File: src/verilog/sahp_defs.svh
/*
 Constants of the stepper axis host port: reset values, byte select codes,
 command group codes and timing counts. Assumes a 100 MHz clock.
*/
// How it works
// - Step mode pin low selects full step, high selects half step sequencing.
// - General output follows bit 4 of the control mode command.
// - Interrupt output low on request, released by condition command, maskable.
// - Stop events raise interrupt when enabled by the start mode command.
// - Deceleration start raises interrupt when enabled by register select command.
// - Running output is low while the axis operates.
// - Reset held over three clocks; device settles within that time.
// - Strobes honoured only with chip select low; bus released otherwise.
// - Chip select and read low drive the addressed byte.
// - Write data captured on the rising edge of the write strobe.
// - Write byte select routes command, low, middle, high register bytes.
// - Read byte select returns status, then low, middle, high data bytes.
// - Upper address bits choose the axis on multi axis parts.
// - Axis codes 00 to 11 select first to fourth axis.
// - Reset clears internal registers zero to six.
// - Reset loads commands to 00, 40, 80 and c0 hex.
// - Reset phases are H L L H unipolar, H L L L bipolar; here reset loads H L L H, bipolar axes get H L L L two clocks after release.
// - Command byte with top bits 10 is a register select command.
`ifndef SAHP_DEFS_SVH
`define SAHP_DEFS_SVH
`define SAHP_SEL_CMD 2'h0
`define SAHP_SEL_LOW 2'h1
`define SAHP_SEL_MID 2'h2
`define SAHP_SEL_HIGH 2'h3
`define SAHP_GRP_START 2'h0
`define SAHP_GRP_CTRL 2'h1
`define SAHP_GRP_RSEL 2'h2
`define SAHP_GRP_OUT 2'h3
`define SAHP_RST_START 8'h00
`define SAHP_RST_CTRL 8'h40
`define SAHP_RST_RSEL 8'h80
`define SAHP_RST_OUT 8'hc0
`define SAHP_PH_UNI 4'h9
`define SAHP_PH_BI 4'h1
`define SAHP_CTRL_GOUT 4
`define SAHP_START_INTEN 5
`define SAHP_RSEL_INTEN 5
`define SAHP_OUT_INTACK 5
`define SAHP_PROC_CYCLES 2
`define SAHP_RST_MIN_CYCLES 3
`endif

File: src/verilog/sahp_pkg.sv
/*
 Types of the stepper axis host port. Assumes sahp_defs.svh for constants.
*/
package sahp_pkg;
   // Host bus sampled each clock.
   typedef struct packed {
      logic cs_n;
      logic rd_n;
      logic wr_n;
      logic [1:0] axis;
      logic [1:0] bsel;
      logic [7:0] data;
   } sahp_bus_t;
   // Motion core events of one axis.
   typedef struct packed {
      logic running;
      logic stopped;
      logic decel_start;
      logic step;
      logic dir;
   } sahp_evt_t;
   typedef enum logic [1:0] {
      SAHP_IDLE = 2'b00,
      SAHP_WRITE = 2'b01,
      SAHP_BUSY = 2'b10
   } sahp_wst_t;
endpackage

File: src/verilog/sahp_top.sv
/*
 Host port of a multi axis stepper sequencer: 8-bit strobe bus, per axis
 command and data registers, interrupt, running, general output and phase
 outputs. Assumes host inputs synchronous to clk and a motion core that
 reports events per axis; pulse generation itself lives elsewhere.
*/
`include "sahp_defs.svh"
`timescale 1ns/1ps
`default_nettype none
module sahp_top #(
   parameter int AXES = 4
) (
   // Clock and reset.
   input wire logic clk,
   input wire logic rst,
   // Host bus.
   input wire sahp_pkg::sahp_bus_t bus,
   output logic [7:0] data_out,
   output logic data_oe,
   // Per axis pins and core events.
   input wire logic [AXES-1:0] step_mode,
   input wire logic [AXES-1:0] drive_bipolar,
   input wire sahp_pkg::sahp_evt_t [AXES-1:0] evt,
   output logic int_n,
   output logic [AXES-1:0] running_n,
   output logic [AXES-1:0] general_output,
   output logic [AXES-1:0] pulse_out_n_pos,
   output logic [AXES-1:0] pulse_out_n_neg,
   output logic [AXES-1:0][3:0] phase
);
   import sahp_pkg::*;

   ////////////////////////////////////////////////////////////////////////////
   // Bus decode.
   logic sel;
   logic wr_prev;
   logic wr_rise;
   logic [1:0] ax;
   assign sel = !bus.cs_n;
   assign wr_rise = sel && bus.wr_n && !wr_prev;
   assign ax = (AXES > 1) ? bus.axis & 2'(AXES - 1) : 2'h0;

   // True when a write edge targets axis a at byte lane s.
   function automatic logic hit(input logic [1:0] a, input logic [1:0] s);
      hit = wr_rise && (ax == a) && (bus.bsel == s);
   endfunction

   ////////////////////////////////////////////////////////////////////////////
   // Per axis state.
   logic [AXES-1:0][7:0] cmd_start, cmd_ctrl, cmd_rsel, cmd_out;
   logic [AXES-1:0][23:0] data_reg [7];
   logic [AXES-1:0][23:0] hold;
   logic [AXES-1:0] irq, next_irq;
   logic [AXES-1:0][2:0] seq;
   logic [AXES-1:0] bip_latch;
   logic strap_take;

   genvar g;
   generate
      for (g = 0; g < AXES; g++) begin : g_axis
         logic [7:0] next_start, next_ctrl, next_rsel, next_out;
         logic [23:0] next_hold;
         logic [2:0] next_seq;
         logic [3:0] next_phase;
         logic [2:0] rn;
         // Command, data and interrupt next values.
         always_comb begin
            next_start = cmd_start[g];
            next_ctrl = cmd_ctrl[g];
            next_rsel = cmd_rsel[g];
            next_out = cmd_out[g];
            next_hold = hold[g];
            next_irq[g] = irq[g];
            if (hit(2'(g), `SAHP_SEL_CMD)) begin
               case (bus.data[7:6])
                  `SAHP_GRP_START: next_start = bus.data;
                  `SAHP_GRP_CTRL: next_ctrl = bus.data;
                  `SAHP_GRP_RSEL: next_rsel = bus.data;
                  default: next_out = bus.data;
               endcase
               // Acknowledge releases the interrupt line.
               if (bus.data[7:6] == `SAHP_GRP_OUT && bus.data[`SAHP_OUT_INTACK]) begin
                  next_irq[g] = 1'b0;
               end
            end
            if (hit(2'(g), `SAHP_SEL_LOW)) next_hold[7:0] = bus.data;
            if (hit(2'(g), `SAHP_SEL_MID)) next_hold[15:8] = bus.data;
            if (hit(2'(g), `SAHP_SEL_HIGH)) next_hold[23:16] = bus.data;
            // A new event wins over an acknowledge in the same cycle.
            if (evt[g].stopped && cmd_start[g][`SAHP_START_INTEN]) next_irq[g] = 1'b1;
            if (evt[g].decel_start && cmd_rsel[g][`SAHP_RSEL_INTEN]) next_irq[g] = 1'b1;
         end
         // Excitation step: half step walks all eight states, full step only odd ones.
         always_comb begin
            next_seq = seq[g];
            if (evt[g].step) begin
               if (step_mode[g]) next_seq = evt[g].dir ? seq[g] + 3'h1 : seq[g] - 3'h1;
               else next_seq = evt[g].dir ? (seq[g] | 3'h1) + 3'h2 : (seq[g] | 3'h1) - 3'h2;
            end
            case (next_seq)
               3'h0: next_phase = bip_latch[g] ? `SAHP_PH_BI : `SAHP_PH_UNI;
               3'h1: next_phase = 4'h3;
               3'h2: next_phase = 4'h2;
               3'h3: next_phase = 4'h6;
               3'h4: next_phase = 4'h4;
               3'h5: next_phase = 4'hc;
               3'h6: next_phase = 4'h8;
               default: next_phase = 4'h9;
            endcase
         end
         assign rn = cmd_rsel[g][2:0];
         // Registers; the data buffer moves to the selected register after a low byte write.
         always_ff @(posedge clk or posedge rst) begin
            if (rst) begin
               cmd_start[g] <= `SAHP_RST_START;
               cmd_ctrl[g] <= `SAHP_RST_CTRL;
               cmd_rsel[g] <= `SAHP_RST_RSEL;
               cmd_out[g] <= `SAHP_RST_OUT;
               hold[g] <= 24'h000000;
               irq[g] <= 1'b0;
               seq[g] <= 3'h0;
               running_n[g] <= 1'b1;
               general_output[g] <= 1'b0;
               pulse_out_n_pos[g] <= 1'b1;
               pulse_out_n_neg[g] <= 1'b1;
               phase[g] <= `SAHP_PH_UNI;
               bip_latch[g] <= 1'b0;
               for (int r = 0; r < 7; r++) data_reg[r][g] <= 24'h000000;
            end else begin
               cmd_start[g] <= next_start;
               cmd_ctrl[g] <= next_ctrl;
               cmd_rsel[g] <= next_rsel;
               cmd_out[g] <= next_out;
               hold[g] <= next_hold;
               irq[g] <= next_irq[g];
               seq[g] <= next_seq;
               running_n[g] <= !evt[g].running;
               general_output[g] <= next_ctrl[`SAHP_CTRL_GOUT];
               pulse_out_n_pos[g] <= !(evt[g].step && evt[g].dir);
               pulse_out_n_neg[g] <= !(evt[g].step && !evt[g].dir);
               phase[g] <= next_phase;
               if (strap_take) bip_latch[g] <= drive_bipolar[g];
               if (hit(2'(g), `SAHP_SEL_LOW) && rn < 3'h7) data_reg[rn][g] <= next_hold;
            end
         end
      end
   endgenerate

   ////////////////////////////////////////////////////////////////////////////
   // Shared bus flops, read mux and interrupt output.
   logic [7:0] rd_byte;
   logic [23:0] rd_word;
   logic [2:0] rsel_ax;
   assign rsel_ax = cmd_rsel[ax][2:0];
   assign rd_word = (rsel_ax < 3'h7) ? data_reg[rsel_ax][ax] : 24'h000000;
   always_comb begin
      case (bus.bsel)
         `SAHP_SEL_CMD: rd_byte = {3'h0, irq[ax], !running_n[ax], rsel_ax};
         `SAHP_SEL_LOW: rd_byte = rd_word[7:0];
         `SAHP_SEL_MID: rd_byte = rd_word[15:8];
         default: rd_byte = rd_word[23:16];
      endcase
   end
   always_ff @(posedge clk or posedge rst) begin
      if (rst) begin
         wr_prev <= 1'b1;
         data_out <= 8'h00;
         data_oe <= 1'b0;
         int_n <= 1'b1;
         strap_take <= 1'b1;
      end else begin
         wr_prev <= bus.wr_n | bus.cs_n;
         data_oe <= sel && !bus.rd_n && bus.wr_n;
         data_out <= rd_byte;
         int_n <= !(|(next_irq));
         strap_take <= 1'b0;
      end
   end
endmodule
`default_nettype wire

File: config.mk
export PLATFORM = sky130hd
export DESIGN_NAME = sahp_top
export DESIGN_NICKNAME = d
export VERILOG_FILES = /design/src/verilog/sahp_pkg.sv /design/src/verilog/sahp_top.sv
export VERILOG_INCLUDE_DIRS = /design/src /design/src/verilog
export SDC_FILE = /design/constraint.sdc
export NUM_CORES = 1
export LEC_CHECK = 0
export BUFFER_PORTS_ARGS = -buffer_cell sky130_fd_sc_hd__buf_2
export CAP_MARGIN = 30
export CORE_UTILIZATION = 57
export DETAILED_ROUTE_END_ITERATION = 6
export GPL_TIMING_DRIVEN = 0
export PLACE_DENSITY = 0.88
export SYNTH_ARGS = -nofsm -noshare
export SYNTH_HDL_FRONTEND = slang
export SYNTH_SLANG_ARGS = --single-unit
File: constraint.sdc
create_clock -name clk -period 7.2 [get_ports clk]
set_input_delay 1.44 -clock clk [delete_from_list [all_inputs] [get_ports clk]]
set_output_delay 1.44 -clock clk [all_outputs]
set_load 0.05 [all_outputs]
* Word-level counts from Yosys, hierarchy flattened
Index checks and enable logic that the tools add are counted.
Word-level totals: output and inout bits 42, flip-flop bits (word level) 2904, input bits 45, word-level logic and storage cells 403
Operators by class: reduce and logical (&&, ||, !) cells 94, muxes and demuxes 77, eq/ne operators 33, magnitude comparators 15, add/sub/neg operators 16, bitwise logic cells 7
Operators with widths (number):
- 672-bit bitwise mux | 4
- 96-bit demux with 3-bit select | 4
- 96-bit binary-select mux with 3-bit select | 1
- 96-bit two-way mux | 3
- 4-bit one-hot mux with 7 select lines | 4
- 8-bit two-way mux | 12
- 24-bit two-way mux | 3
- 72-bit two-way mux | 1
- 3-bit two-way mux | 17
- 1-bit logical AND | 49
- 24-bit binary-select mux with 2-bit select | 1
- 48-bit two-way mux | 1
- 3-bit == test, second input constant | 12
- 2-bit AND reduction | 16
- 3-bit by 2-bit == test with 1-bit output, second input constant | 8
- 8-bit one-hot mux with 3 select lines | 1
- 1-bit zero test | 21
- 4-bit greater-or-equal comparator, second input constant | 5
- 3-bit NOT with 4-bit output | 5
- 1-bit two-way mux | 18
- 8-bit binary-select mux with 2-bit select | 1
- 4-bit by 1-bit less-than comparator with 1-bit output, second input constant | 4
- 4-bit two-way mux | 4
- 3-bit less-than comparator, second input constant | 5
- 14 further kinds | 42

* Longest topological paths before layout
Gate-level depths: netlist of run 1.
depth after elaboration 10, mapped depth 7, mapped depth without buffers 7

* Worst setup path after synthesis of run 1
Ideal clock, no wire load.
path kind input -> register, from input port bus[8] (netlist name), to register cmd_rsel[0] (netlist name), stages on the path 5, slack 4.036 ns, path buffers 0, setup time 0.125 ns, data arrival time 3.039 ns, data required time 7.075 ns, path through or2_4 -> or3_4 -> or3b_4 -> nor3_4 -> mux2_2
On the way: word-level cells in the longest chain between the ends 3
Ends and longest elaborated chain:
- start, declared | line sahp_top.sv:17 | input wire sahp_pkg::sahp_bus_t bus,
- 2-bit zero test | line sahp_top.sv:45 | hit = wr_rise && (ax == a) && (bus.bsel == s);
- 1-bit logical AND | line sahp_top.sv:45
- 2-bit AND reduction (no line)
- end signal, assigned by index | line sahp_top.sv:117 | cmd_rsel[g] <= `SAHP_RST_RSEL;
- end signal, assigned by index | line sahp_top.sv:132 | cmd_rsel[g] <= next_rsel;
- end, declared | line sahp_top.sv:50 | logic [AXES-1:0][7:0] cmd_start, cmd_ctrl, cmd_rsel, cmd_out;
Every way passes these cells. A chain may end at the register's enable or synchronous reset.

* Final worst setup path of run 1
from input port bus[8] (netlist name), to register cmd_rsel[5] (netlist name)
The elaborated chain is that of the path after synthesis.

==> results.md, run 1 <==
* Finish-stage setup viols at 0
* Crit Path Class: in2reg
* Starting Density at 0.589
* Worst Path Arrival at approximately 3.3 ns
* Ant. Diodes at 0
* ANT nets after route at 0
* Net Switching at between 0.0005 and 0.0006 W
* Design area at approximately 0.0042 sq mm
* Worst VDD drop at between 0.0002 and 0.00025 V
* Clk root buf: clkbuf_8
* Final Max Slew Viols at 0
* DRT iter0 DRCs at between 100 and 150
* Slew @ Worst Pin at between 0.5 and 0.6 ns
* WHS Path Cells at 1
* Dpl cell area at 0.00401 sq mm
* DRC viols at 0
* Dpl cells at 420
* Register area share after synthesis at 0.593
* Critical R2R Capture: phase[2]
* Final #Nets at between 400 and 500
* TNS Setup at 0 ns
* RSZ-0062 raised after global routing: no
* Part of the cycle the worst path needs at 0.426
* Sw frac at 0.365
* Outcome: complete, no violations
* Number of synthesis warnings at 1344
* Tmin final at just over 3 ns
* Synth Instances at 260
* Final cell count without fillers at between 400 and 500
* Maxcap violations at 0
* Power density cells at ~350 mW/mm^2
* Std-Cell Core Area at roughly 0.0059 sq mm
* Netlist cell types at 36
* Crit path max-delay family: simple AND/OR/NAND/NOR gates
* Sink Count at approximately 80
* CTS max path bufs at 2
* Ranking of synthesized cells by area: dfrtp_1 (42%), dfstp_2 (17%), mux2_2 (12%)
* P_int at between 0.0009 and 0.001 W
* R2r setup slk at just over 5 ns
* Min-delay worst type: reg2reg
* # hold bufs at CTS at 0
* Nature of the critical path endpoint: flip-flop
* GRT Resource Usage Total at 0.230
* DR WL/cell at 15.1 um
* Asr flop ratio synth at 1.00
* DIE AREA at ~0.0064 sq mm
* Clock power frac at 0.248
* DP Wirelength at approximately 4800 um
* Slowest CP cell: or3b_4
* Min-delay src: cmd_ctrl[12]
* Die H at 80.0 um
* Drt first pass iters at 7
* Core Rows at 28
* EDFF count, synth at 0
* Layout cells sized above 1 at 0.507
* Crit path cell chain: buf_2, or2_4, or3_4, or3b_4, nor3_4, mux2_2
* Power share of the combinational group at 0.339
* Top_reg_cell synth: dfrtp_1
* Crit Path Max Fanout at 7
* Routed vias/inst at 5.25
* Area added between synthesis and finish at 21.8%
* Buffers and inverters on the worst path at 1
* Worst path max stage delay at 0.46 ns
* Clk_lat worst skew at roughly 0.34 ns
* Hold Vio Cnt, Final at 0
* Initial antenna violation count at 0
* CTS buffer count at 9
* Relative slew slack at 0.602
* Vias in the first global route at between 2000 and 2500
* GRT overflow at 0
* Syn_area_per_cell at between 10 and 15 sq um
* IO Count at 87
* P_leak at between 2 and 2.5 nW
* Critical path required time at roughly 7.4 ns
* Fmax at between 0.3 and 0.4 GHz
* Sequential power share at 0.413
* Worst Hold Slack at 0.506 ns
* First-pass GRT wire length at roughly 11000 um
* Worst reg2reg path depth at 6
* Flops & latches, synth at 81
* H-tree levels at 3
* Crit path depth at 6
* Post-synth top area cell: dfrtp_1
* Die W at about 80 um
* Post-CTS Repair Setup Buffers at 0
* Critical R2R Launch: seq[1]
* Largest net degree at the start of global routing at 73
* Share of the synthesized area in the top cell type at 0.419
* Most common library cells after synthesis: dfrtp_1 (58), mux2_2 (38), dfstp_2 (23)
* Hold Crit Endpoint: cmd_ctrl[12]
* RePlAce Congestion at around 0.83
* Layout fillers at ~420
* CTS tree: yes
* Resized cells post-CTS at 0
* Via Count at 2291
* CP Launch Type: input port
* Final clock skew at about 0.011 ns
* Synthesized cell area at approximately 0.0035 sq mm
* Critical path launch point: bus[8]
* Total power at 0.00146 W
* IO Port Bufs at 81
* Drt total wl at between 6000 and 7000 um
* CTS clk-pin slew, worst paths at roughly 0.080 ns
* Most common cell in the netlist: dfrtp_1
## worst max path at each step
stage | end | slack [ns]
after floorplan | bip_latch[0] | 3.72
after global placement | cmd_ctrl[12] | 2.93
after detailed placement | cmd_rsel[1] | 3.78
after CTS | cmd_rsel[1] | 4.15
after global routing | cmd_rsel[1] | 4.09
final | cmd_rsel[5] | 4.14
## layer usage
metal | global-route usage | share of wire
met1 | 0.284 | 0.42
met2 | 0.386 | 0.52
met3 | 0.0514 | 0.041
met4 | 0.102 | 0.020
met5 | 0 | 0
## logic make-up (layout without fill, tap and decap cells)
family,after synthesis,in the layout,synth area share
buffers and inverters,27,125,0.0339
AOI/OAI and AO/OA,16,16,0.0289
xor gates and xnor gates,4,4,0.0101
and+or+nand+nor,72,72,0.119
other,1,4,0.00108
DFF,81,81,0.593
muxes,55,55,0.191
adders and majority gates,4,4,0.0231
## sequential cells by signal, indices dropped and copies added (netlist names)
| signal | count |
|---|---|
| bip_latch | 4 |
| cmd_ctrl | 4 |
| cmd_rsel | 16 |
| cmd_start | 4 |
| data_oe | 1 |
| data_out | 5 |
| int_n | 1 |
| irq | 4 |
| phase | 16 |
| pulse_out_n_neg | 4 |
| pulse_out_n_pos | 4 |
| running_n | 4 |
| seq | 12 |
| strap_take | 1 |
| wr_prev | 1 |
## metrics by stage
step / setup slack, ns / utilization
6_report: 4.14 / 0.717
5_1_grt: 4.09 / 0.717
4_1_cts: 4.15 / 0.717
3_5_place_dp: 3.78 / 0.681
3_3_place_gp: 2.93 / 0.676
2_1_floorplan: 3.72 / -
## power by group through the flow
stage	Sequential [W]	Combinational, W	Clock (W)
2_1_floorplan	0.000799	0.000194	0
3_3_place_gp	0.000607	0.000478	0
3_5_place_dp	0.000613	0.000498	0
4_1_cts	0.000605	0.000500	0.000367
5_1_grt	0.000612	0.000534	0.000386
6_report	0.000604	0.000497	0.000362
## placed cells by master (no fill, tap or decap), types with 5 or more instances in the layout
cell type	count
buf_2	82
dfrtp_1	58
mux2_2	38
dfstp_2	23
nand2_1	21
inv_1	20
nor2_1	13
mux2i_1	12
clkbuf_8	10
nand2b_1	7
nand3_1	5
o21ai_0	5
mux4_2	5
## layout make-up
cell class / count / area [sq um] / area share
buffer: 6 / 38.8 / 0.00919
clock inverter: 3 / 65.1 / 0.0154
sequential: 81 / 2060 / 0.487
clock buffer: 13 / 149 / 0.0353
multi-input combinational: 155 / 1300 / 0.309
timing repair buffer: 82 / 433 / 0.103
inverter: 21 / 81.3 / 0.0193
tap: 75 / 93.8 / 0.0222
No activity file was read; power rests on OpenSTA's default activity.
==> run 2, diff against run 1 <==
--- a/config.mk
+++ b/config.mk
@@ -6,12 +6,13 @@
 export SDC_FILE = /design/constraint.sdc
 export NUM_CORES = 1
 export LEC_CHECK = 0
+export ABC_AREA = 1
 export BUFFER_PORTS_ARGS = -buffer_cell sky130_fd_sc_hd__buf_2
 export CAP_MARGIN = 30
-export CORE_UTILIZATION = 57
+export CORE_UTILIZATION = 48
 export DETAILED_ROUTE_END_ITERATION = 6
 export GPL_TIMING_DRIVEN = 0
-export PLACE_DENSITY = 0.88
+export PLACE_DENSITY = 0.79
 export SYNTH_ARGS = -nofsm -noshare
 export SYNTH_HDL_FRONTEND = slang
 export SYNTH_SLANG_ARGS = --single-unit
==> constraint.sdc (replaced) <==
create_clock -name clk -period 2.5 [get_ports clk]
set_input_delay 0.5 -clock clk [delete_from_list [all_inputs] [get_ports clk]]
set_output_delay 0.5 -clock clk [all_outputs]
set_load 0.05 [all_outputs]
==> run 2 against run 1 <==
Sequential share of layout area shrank 0.70 points. Setup slack worse by 3.3 ns. Register-to-register slack lost 4.2 ns. Cell count grew 30%. Clock skew fell by 0.0013 ns. Wire length rose by 4.1%. Global-route usage shrank 3.9 points. Area after synthesis grew 2.5%. Hold slack got worse by 0.25 ns. Sequential cell count unchanged. Clock power up 120%. Critical path type is now reg2out. Largest cell class unchanged. Highest routed layer unchanged.
==> results.md, run 2 <==
* DP Wirelength at 5150 um (+7.9%)
* Clock power frac at 0.213 (-0.035)
* Critical R2R Capture: phase[10]
* H-tree levels at 3 (unchanged)
* Asr flop ratio synth at 1.00 (unchanged)
* DR WL/cell at 12.1 um (-20%)
* Number of synthesis warnings at 1344 (unchanged)
* Net Switching at 0.00151 W (+180%)
* Worst path max stage delay at 0.54 ns (+0.08 ns)
* ANT nets after route at 0 (unchanged)
* Starting Density at 0.493 (-0.0963)
* Fmax at 0.611 GHz
* Finish-stage setup viols at 0 (unchanged)
* Final Max Slew Viols at 0 (unchanged)
* Register area share after synthesis at 0.579 (-0.0146)
* GRT Resource Usage Total at 0.191 (-0.0391)
* Final #Nets at 513 (+27%)
* Die W at 88.0 um (+10%)
* Worst Hold Slack at 0.260 ns (-0.246 ns)
* Leading cell types in the layout, fill and taps excluded: buf_2 (81), nand2_1 (75), dfrtp_1 (58)
* Critical path required time at 2.00 ns (-5.42 ns)
* Drt first pass iters at 4 (-3)
* Crit Path Class: reg2out
* # hold bufs at CTS at 0 (unchanged)
* Slew @ Worst Pin at 0.788 ns (+0.191 ns)
* Post-CTS Repair Setup Buffers at 0 (unchanged)
* Core Rows at 31 (+11%)
* CP Launch Type: flip-flop
* CTS buffer count at 9 (unchanged)
* Nature of the critical path endpoint: primary output
* Crit Path Max Fanout at 2 (-5)
* Relative slew slack at 0.474 (-0.128)
* Final clock skew at 0.00946 ns (-0.00132 ns)
* Hold Crit Endpoint: running_n[2]
* Synth Instances at 368 (+42%)
* Sink Count at 81 (unchanged)
* CTS max path bufs at 2 (unchanged)
* Tmin final at 1.64 ns
* CTS clk-pin slew, worst paths at 0.08 ns (about the same)
* P_int at 0.00228 W (+150%)
* Power density cells at 886 mW/mm^2 (+160%)
* Top_reg_cell synth: dfrtp_1
* DRC viols at 0 (unchanged)
* Post-synth top area cell: dfrtp_1
* Sw frac at 0.399 (+0.0336)
* Resized cells post-CTS at 0 (unchanged)
* Via Count at 2752 (+20%)
* Crit path cell chain: buf_2
* R2r setup slk at 0.90 ns (-4.17 ns)
* RePlAce Congestion at 0.805 (-3.5%)
* Commonest non-fill, non-tap cell in the layout: buf_2
* Layout cells sized above 1 at 0.350 (-0.157)
* Clk_lat worst skew at 0.34 ns (about the same)
* Outcome: complete, no violations
* Area added between synthesis and finish at 20.5%
* Drt total wl at 6860 um (+4.1%)
* Initial antenna violation count at 0 (unchanged)
* Critical path launch point: running_n[0]
* First-pass GRT wire length at 11200 um (+4.0%)
* Min-delay worst type: in2reg
* Part of the cycle the worst path needs at 0.655
* Share of the synthesized area in the top cell type at 0.408 (-0.0103)
* DRT iter0 DRCs at 83 (-25%)
* Syn_area_per_cell at 9.66 sq um (-28%)
* Std-Cell Core Area at 0.00721 sq mm (+23%)
* RSZ-0062 raised after global routing: no
* GRT overflow at 0 (unchanged)
* Most common library cells after synthesis: nand2_1 (75), dfrtp_1 (58), inv_1 (52)
* Worst Path Arrival at 1.14 ns (-2.15 ns)
* Die H at 88.0 um (+10%)
* P_leak at 2.19 nW (+4.5%)
* Clk root buf: clkbuf_8
* Most common cell in the netlist: nand2_1
* Routed vias/inst at 4.85 (-7.8%)
* Sequential power share at 0.447 (+0.034)
* Maxcap violations at 0 (unchanged)
* WHS Path Cells at 2 (+1)
* Ant. Diodes at 0 (unchanged)
* IO Port Bufs at 81 (unchanged)
* Critical R2R Launch: seq[6]
* Crit path max-delay family: flip-flops
* Flops & latches, synth at 81 (unchanged)
* IO Count at 87 (unchanged)
* Top flop regs: cmd_rsel (16), phase (16), seq (12)
* Ranking of synthesized cells by area: dfrtp_1 (41%), dfstp_2 (17%), nand2_1 (7.9%)
* Worst reg2reg path depth at 8 (+2)
* Buffers and inverters on the worst path at 1 (unchanged)
* DIE AREA at 0.00775 sq mm (+21%)
* CTS tree: yes
* Largest net degree at the start of global routing at 46 (-37%)
* Vias in the first global route at 2658 (+17%)
* EDFF count, synth at 0 (unchanged)
* Slowest CP cell: dfstp_2
* TNS Setup at 0 ns (unchanged)
* Min-delay src: evt[14]
* Worst VDD drop at 0.000670 V (+180%)
* Netlist cell types at 31 (-14%)
* Hold Vio Cnt, Final at 0 (unchanged)
* Power share of the combinational group at 0.340 (about the same)
* Synthesized cell area at 0.00355 sq mm (+2.5%)
-- run 2: cell count changes after synthesis, moves of 12 or more --
cell	before	now
mux2i_1	12	0
nand2_1	21	75
inv_1	21	52
o21ai_1	0	13
nand3_1	5	18
o21ai_0	5	25
mux2_2	38	0
-- run 2: worst max path at each step --
stage / cells past startpoint / endpoint
detailed placement: 8 / phase[10]
global route: 11 / phase[7]
floorplan: 7 / phase[10]
finish: 1 / running_n[0]
global placement: 2 / cmd_ctrl[4]
CTS: 1 / running_n[0]
-- run 2: final cells by class --
cell class                      count  area, sq um
Clock buffer                       11          131
Buffer                              4         27.5
Inverter                           61          233
Timing Repair Buffer               82          425
Clock inverter                      5         32.5
Fill cell                         621         2930
Multi-Input combinational cell    225         1250
Sequential cell                    81         2060
Tap cell                           99          124
-- run 2: layer usage --
layer	global-route usage	up-vias	wire, um
met2	0.345	69	3460
met5	0	-	0
met3	0.0349	12	309
met1	0.216	1299	2970
met4	0.0924	0	128
li1	-	1372	-
-- run 2: kinds of logic (layout without fill, tap and decap cells) --
group,Yosys count,after routing,share of synthesized area
AND/OR/NAND/NOR,142,142,0.199
flip-flops,81,81,0.579
AO/OA/AOI/OAI,75,75,0.127
buffers and inverters,65,163,0.0722
adder cells (fa/ha/maj),4,4,0.0225
other,1,4,0.00106
-- run 2: stage by stage --
step	utilization	area [sq um]	worst slack [ns]	instances	total power [W]
3_5_place_dp	0.571	4120	0.638	552	0.00302
2_1_floorplan	-	3570	0.858	371	0.00272
6_report	0.593	4280	0.863	568	0.00379
3_3_place_gp	0.568	4100	0.595	551	0.00297
4_1_cts	0.593	4280	0.837	568	0.00384
5_1_grt	0.593	4280	0.729	568	0.00401
-- run 2: power groups by stage --
stage          sequential (W)  combinational [W]  clock [W]
6_report              0.00170            0.00129   0.000808
5_1_grt               0.00172            0.00140   0.000887
4_1_cts               0.00170            0.00130   0.000842
3_5_place_dp          0.00172            0.00130          0
3_3_place_gp          0.00171            0.00126          0
2_1_floorplan         0.00225           0.000471          0
==> run 3, diff against run 2 <==
--- a/config.mk
+++ b/config.mk
@@ -9,10 +9,10 @@
 export ABC_AREA = 1
 export BUFFER_PORTS_ARGS = -buffer_cell sky130_fd_sc_hd__buf_2
 export CAP_MARGIN = 30
-export CORE_UTILIZATION = 48
+export CORE_UTILIZATION = 53
 export DETAILED_ROUTE_END_ITERATION = 6
 export GPL_TIMING_DRIVEN = 0
-export PLACE_DENSITY = 0.79
+export PLACE_DENSITY = 0.82
 export SYNTH_ARGS = -nofsm -noshare
 export SYNTH_HDL_FRONTEND = slang
 export SYNTH_SLANG_ARGS = --single-unit
==> constraint.sdc (replaced) <==
create_clock -name clk -period 1.7 [get_ports clk]
set_input_delay 0.34 -clock clk [delete_from_list [all_inputs] [get_ports clk]]
set_output_delay 0.34 -clock clk [all_outputs]
set_load 0.05 [all_outputs]
==> run 3 against run 2 <==
The flow now finishes with violations (design-rule violations). Highest routed layer unchanged. Sequential power grew 47%. Wire length grew 6.3%. Critical path depth grew 7. Design area grew 4.9%. Power grew 68%.
==> results.md, run 3 (synthesis gave the netlist of run 2 again) <==
* GRT Resource Usage Total at 0.223 (+0.0326)
* TNS Setup at 0 ns (unchanged)
* Sequential power share at 0.391 (-0.056)
* Footprint of the multi-input gates at 0.00133 sq mm (+6.0%)
* Tmin final at 1.60 ns
* Die H at 83.9 um (-4.7%)
* DRT iter0 DRCs at 118 (+42%)
* CTS clk-pin slew, worst paths at 0.08 ns (about the same)
* Clock power frac at 0.285 (+0.072)
* DP Wirelength at 5100 um (-1.1%)
* DRC viols at 12 (+12)
* First-pass GRT wire length at 12300 um (+10%)
* ANT nets after route at 0 (unchanged)
* Clk root buf: clkbuf_8
* Layout cells sized above 1 at 0.404 (+0.0545)
* Hold Vio Cnt, Final at 0 (unchanged)
* Worst reg2reg path depth at 8 (unchanged)
* CP Launch Type: flip-flop
* Leading cell types in the layout, fill and taps excluded: buf_2 (81), nand2_1 (72), dfrtp_1 (58)
* Worst Path Arrival at 1.87 ns (+0.73 ns)
* GRT overflow at 0 (unchanged)
* Std-Cell Core Area at 0.00642 sq mm (-11%)
* Critical Path Sink: phase[2]
* DR WL/cell at 13.2 um (+9.4%)
* CTS max path bufs at 2 (unchanged)
* Maxcap violations at 0 (unchanged)
* Drt total wl at 7300 um (+6.3%)
* Part of the cycle the worst path needs at 0.940
* Critical path required time at 1.97 ns (-0.03 ns)
* Drt first pass iters at 7 (+3)
* RePlAce Congestion at 0.817 (+1.6%)
* IO Port Bufs at 81 (unchanged)
* Final Util at 0.699 (+0.106)
* Via Count at 2823 (+2.6%)
* H-tree levels at 3 (unchanged)
* Initial antenna violation count at 0 (unchanged)
* Largest net degree at the start of global routing at 44 (-4.3%)
* Crit Path Class: reg2reg
* Total power at 0.00639 W (+68%)
* Crit Path Max Fanout at 4 (+2)
* IO Count at 87 (unchanged)
* Sink Count at 81 (unchanged)
* Starting Density at 0.553 (+0.0607)
* Final #Nets at 519 (+1.2%)
* Critical R2R Capture: phase[2]
* Top flop regs: cmd_rsel (16), phase (16), seq (12)
* Net Switching at 0.00235 W (+55%)
* Failing checks: design-rule violations
* CTS buffer count at 9 (unchanged)
* R2r setup slk at 0.10 ns (-0.80 ns)
* P_int at 0.00404 W (+77%)
* Final clock skew at 0.00896 ns (-0.000503 ns)
* DIE AREA at 0.00704 sq mm (-9.2%)
* Power share of the combinational group at 0.323 (-0.017)
* Area added between synthesis and finish at 26.4%
* CTS tree: yes
* P_leak at 2.28 nW (+4.3%)
* Routed vias/inst at 5.11 (+5.6%)
* Nature of the critical path endpoint: flip-flop
* Worst VDD drop at 0.00127 V (+90%)
* Vias in the first global route at 2831 (+6.5%)
* Seq. cell area at 0.00206 sq mm (unchanged)
* Finish-stage setup viols at 0 (unchanged)
* Min-delay worst type: in2reg
* Die W at 83.9 um (-4.7%)
* Clk_lat worst skew at 0.35 ns (about the same)
* Final Max Slew Viols at 0 (unchanged)
* Worst Hold Slack at 0.0883 ns (-0.172 ns)
* Ant. Diodes at 0 (unchanged)
* Power density cells at 1420 mW/mm^2 (+61%)
* Fmax at 0.626 GHz
* Core Rows at 29 (-6.5%)
* Critical R2R Launch: seq[1]
* Critical path launch point: seq[1]
* Layout fillers at 514 (-17%)
* Sw frac at 0.367 (-0.0318)
* Commonest non-fill, non-tap cell in the layout: buf_2
* Outcome: finished, violations left
==> run 3: power groups by stage <==
stage | registers, W | logic (W) | clock network [W]
2_1_floorplan | 0.00330 | 0.000692 | 0
3_3_place_gp | 0.00251 | 0.00185 | 0
3_5_place_dp | 0.00252 | 0.00192 | 0
4_1_cts | 0.00249 | 0.00192 | 0.00187
5_1_grt | 0.00253 | 0.00224 | 0.00193
6_report | 0.00250 | 0.00207 | 0.00182
==> run 3: final cells by class <==
| type | instances | area share |
|---|---|---|
| plain buffers | 4 | 0.00613 |
| clock buffers | 9 | 0.0276 |
| clock inverters | 7 | 0.0318 |
| inverters | 61 | 0.0518 |
| multi-input cells | 225 | 0.296 |
| flip-flops and latches | 81 | 0.458 |
| well taps | 77 | 0.0214 |
| repair buffers | 88 | 0.108 |
==> run 3: metrics by stage <==
step                      cells  cell area [sq um]  setup WS, ns
after floorplan             371               3570         0.177
after global placement      529               4070       -0.0535
after detailed placement    530               4090       -0.0207
after CTS                   546               4360        0.0480
after global routing        552               4490       -0.0223
final                       552               4490         0.102
==> run 3: worst min path at each step <==
stage,cells past startpoint,start,end
6_report,2,evt[19],running_n[3]
5_1_grt,2,evt[9],running_n[1]
4_1_cts,2,evt[19],running_n[3]
3_5_place_dp,2,evt[19],running_n[3]
3_3_place_gp,2,evt[4],running_n[0]
2_1_floorplan,1,evt[4],running_n[0]
==> run 3: metal layers <==
metal | global-route usage | routed length [um]
met1 | 0.265 | 2970
met2 | 0.387 | 3760
met3 | 0.0504 | 432
met4 | 0.0987 | 136
met5 | 0 | 0
==> run 3: timing repair <==
item | 4_1_cts | 5_1_grt
hold buffers | 0 | 1
buffers inserted | 0 | 4
resized for setup | 0 | 26
setup endpoints to repair | 0 | 9
hold endpoints to repair | 0 | 4
==> run 3: critical path: stages, from the launching register on <==
cell,delay (ns)
dfrtp_1,0.40
inv_2,0.09
fa_1,0.41
nand2_1,0.09
nand3_2,0.10
o21ai_4,0.10
and2_4,0.17
nor2_1,0.04
a21oi_1,0.12
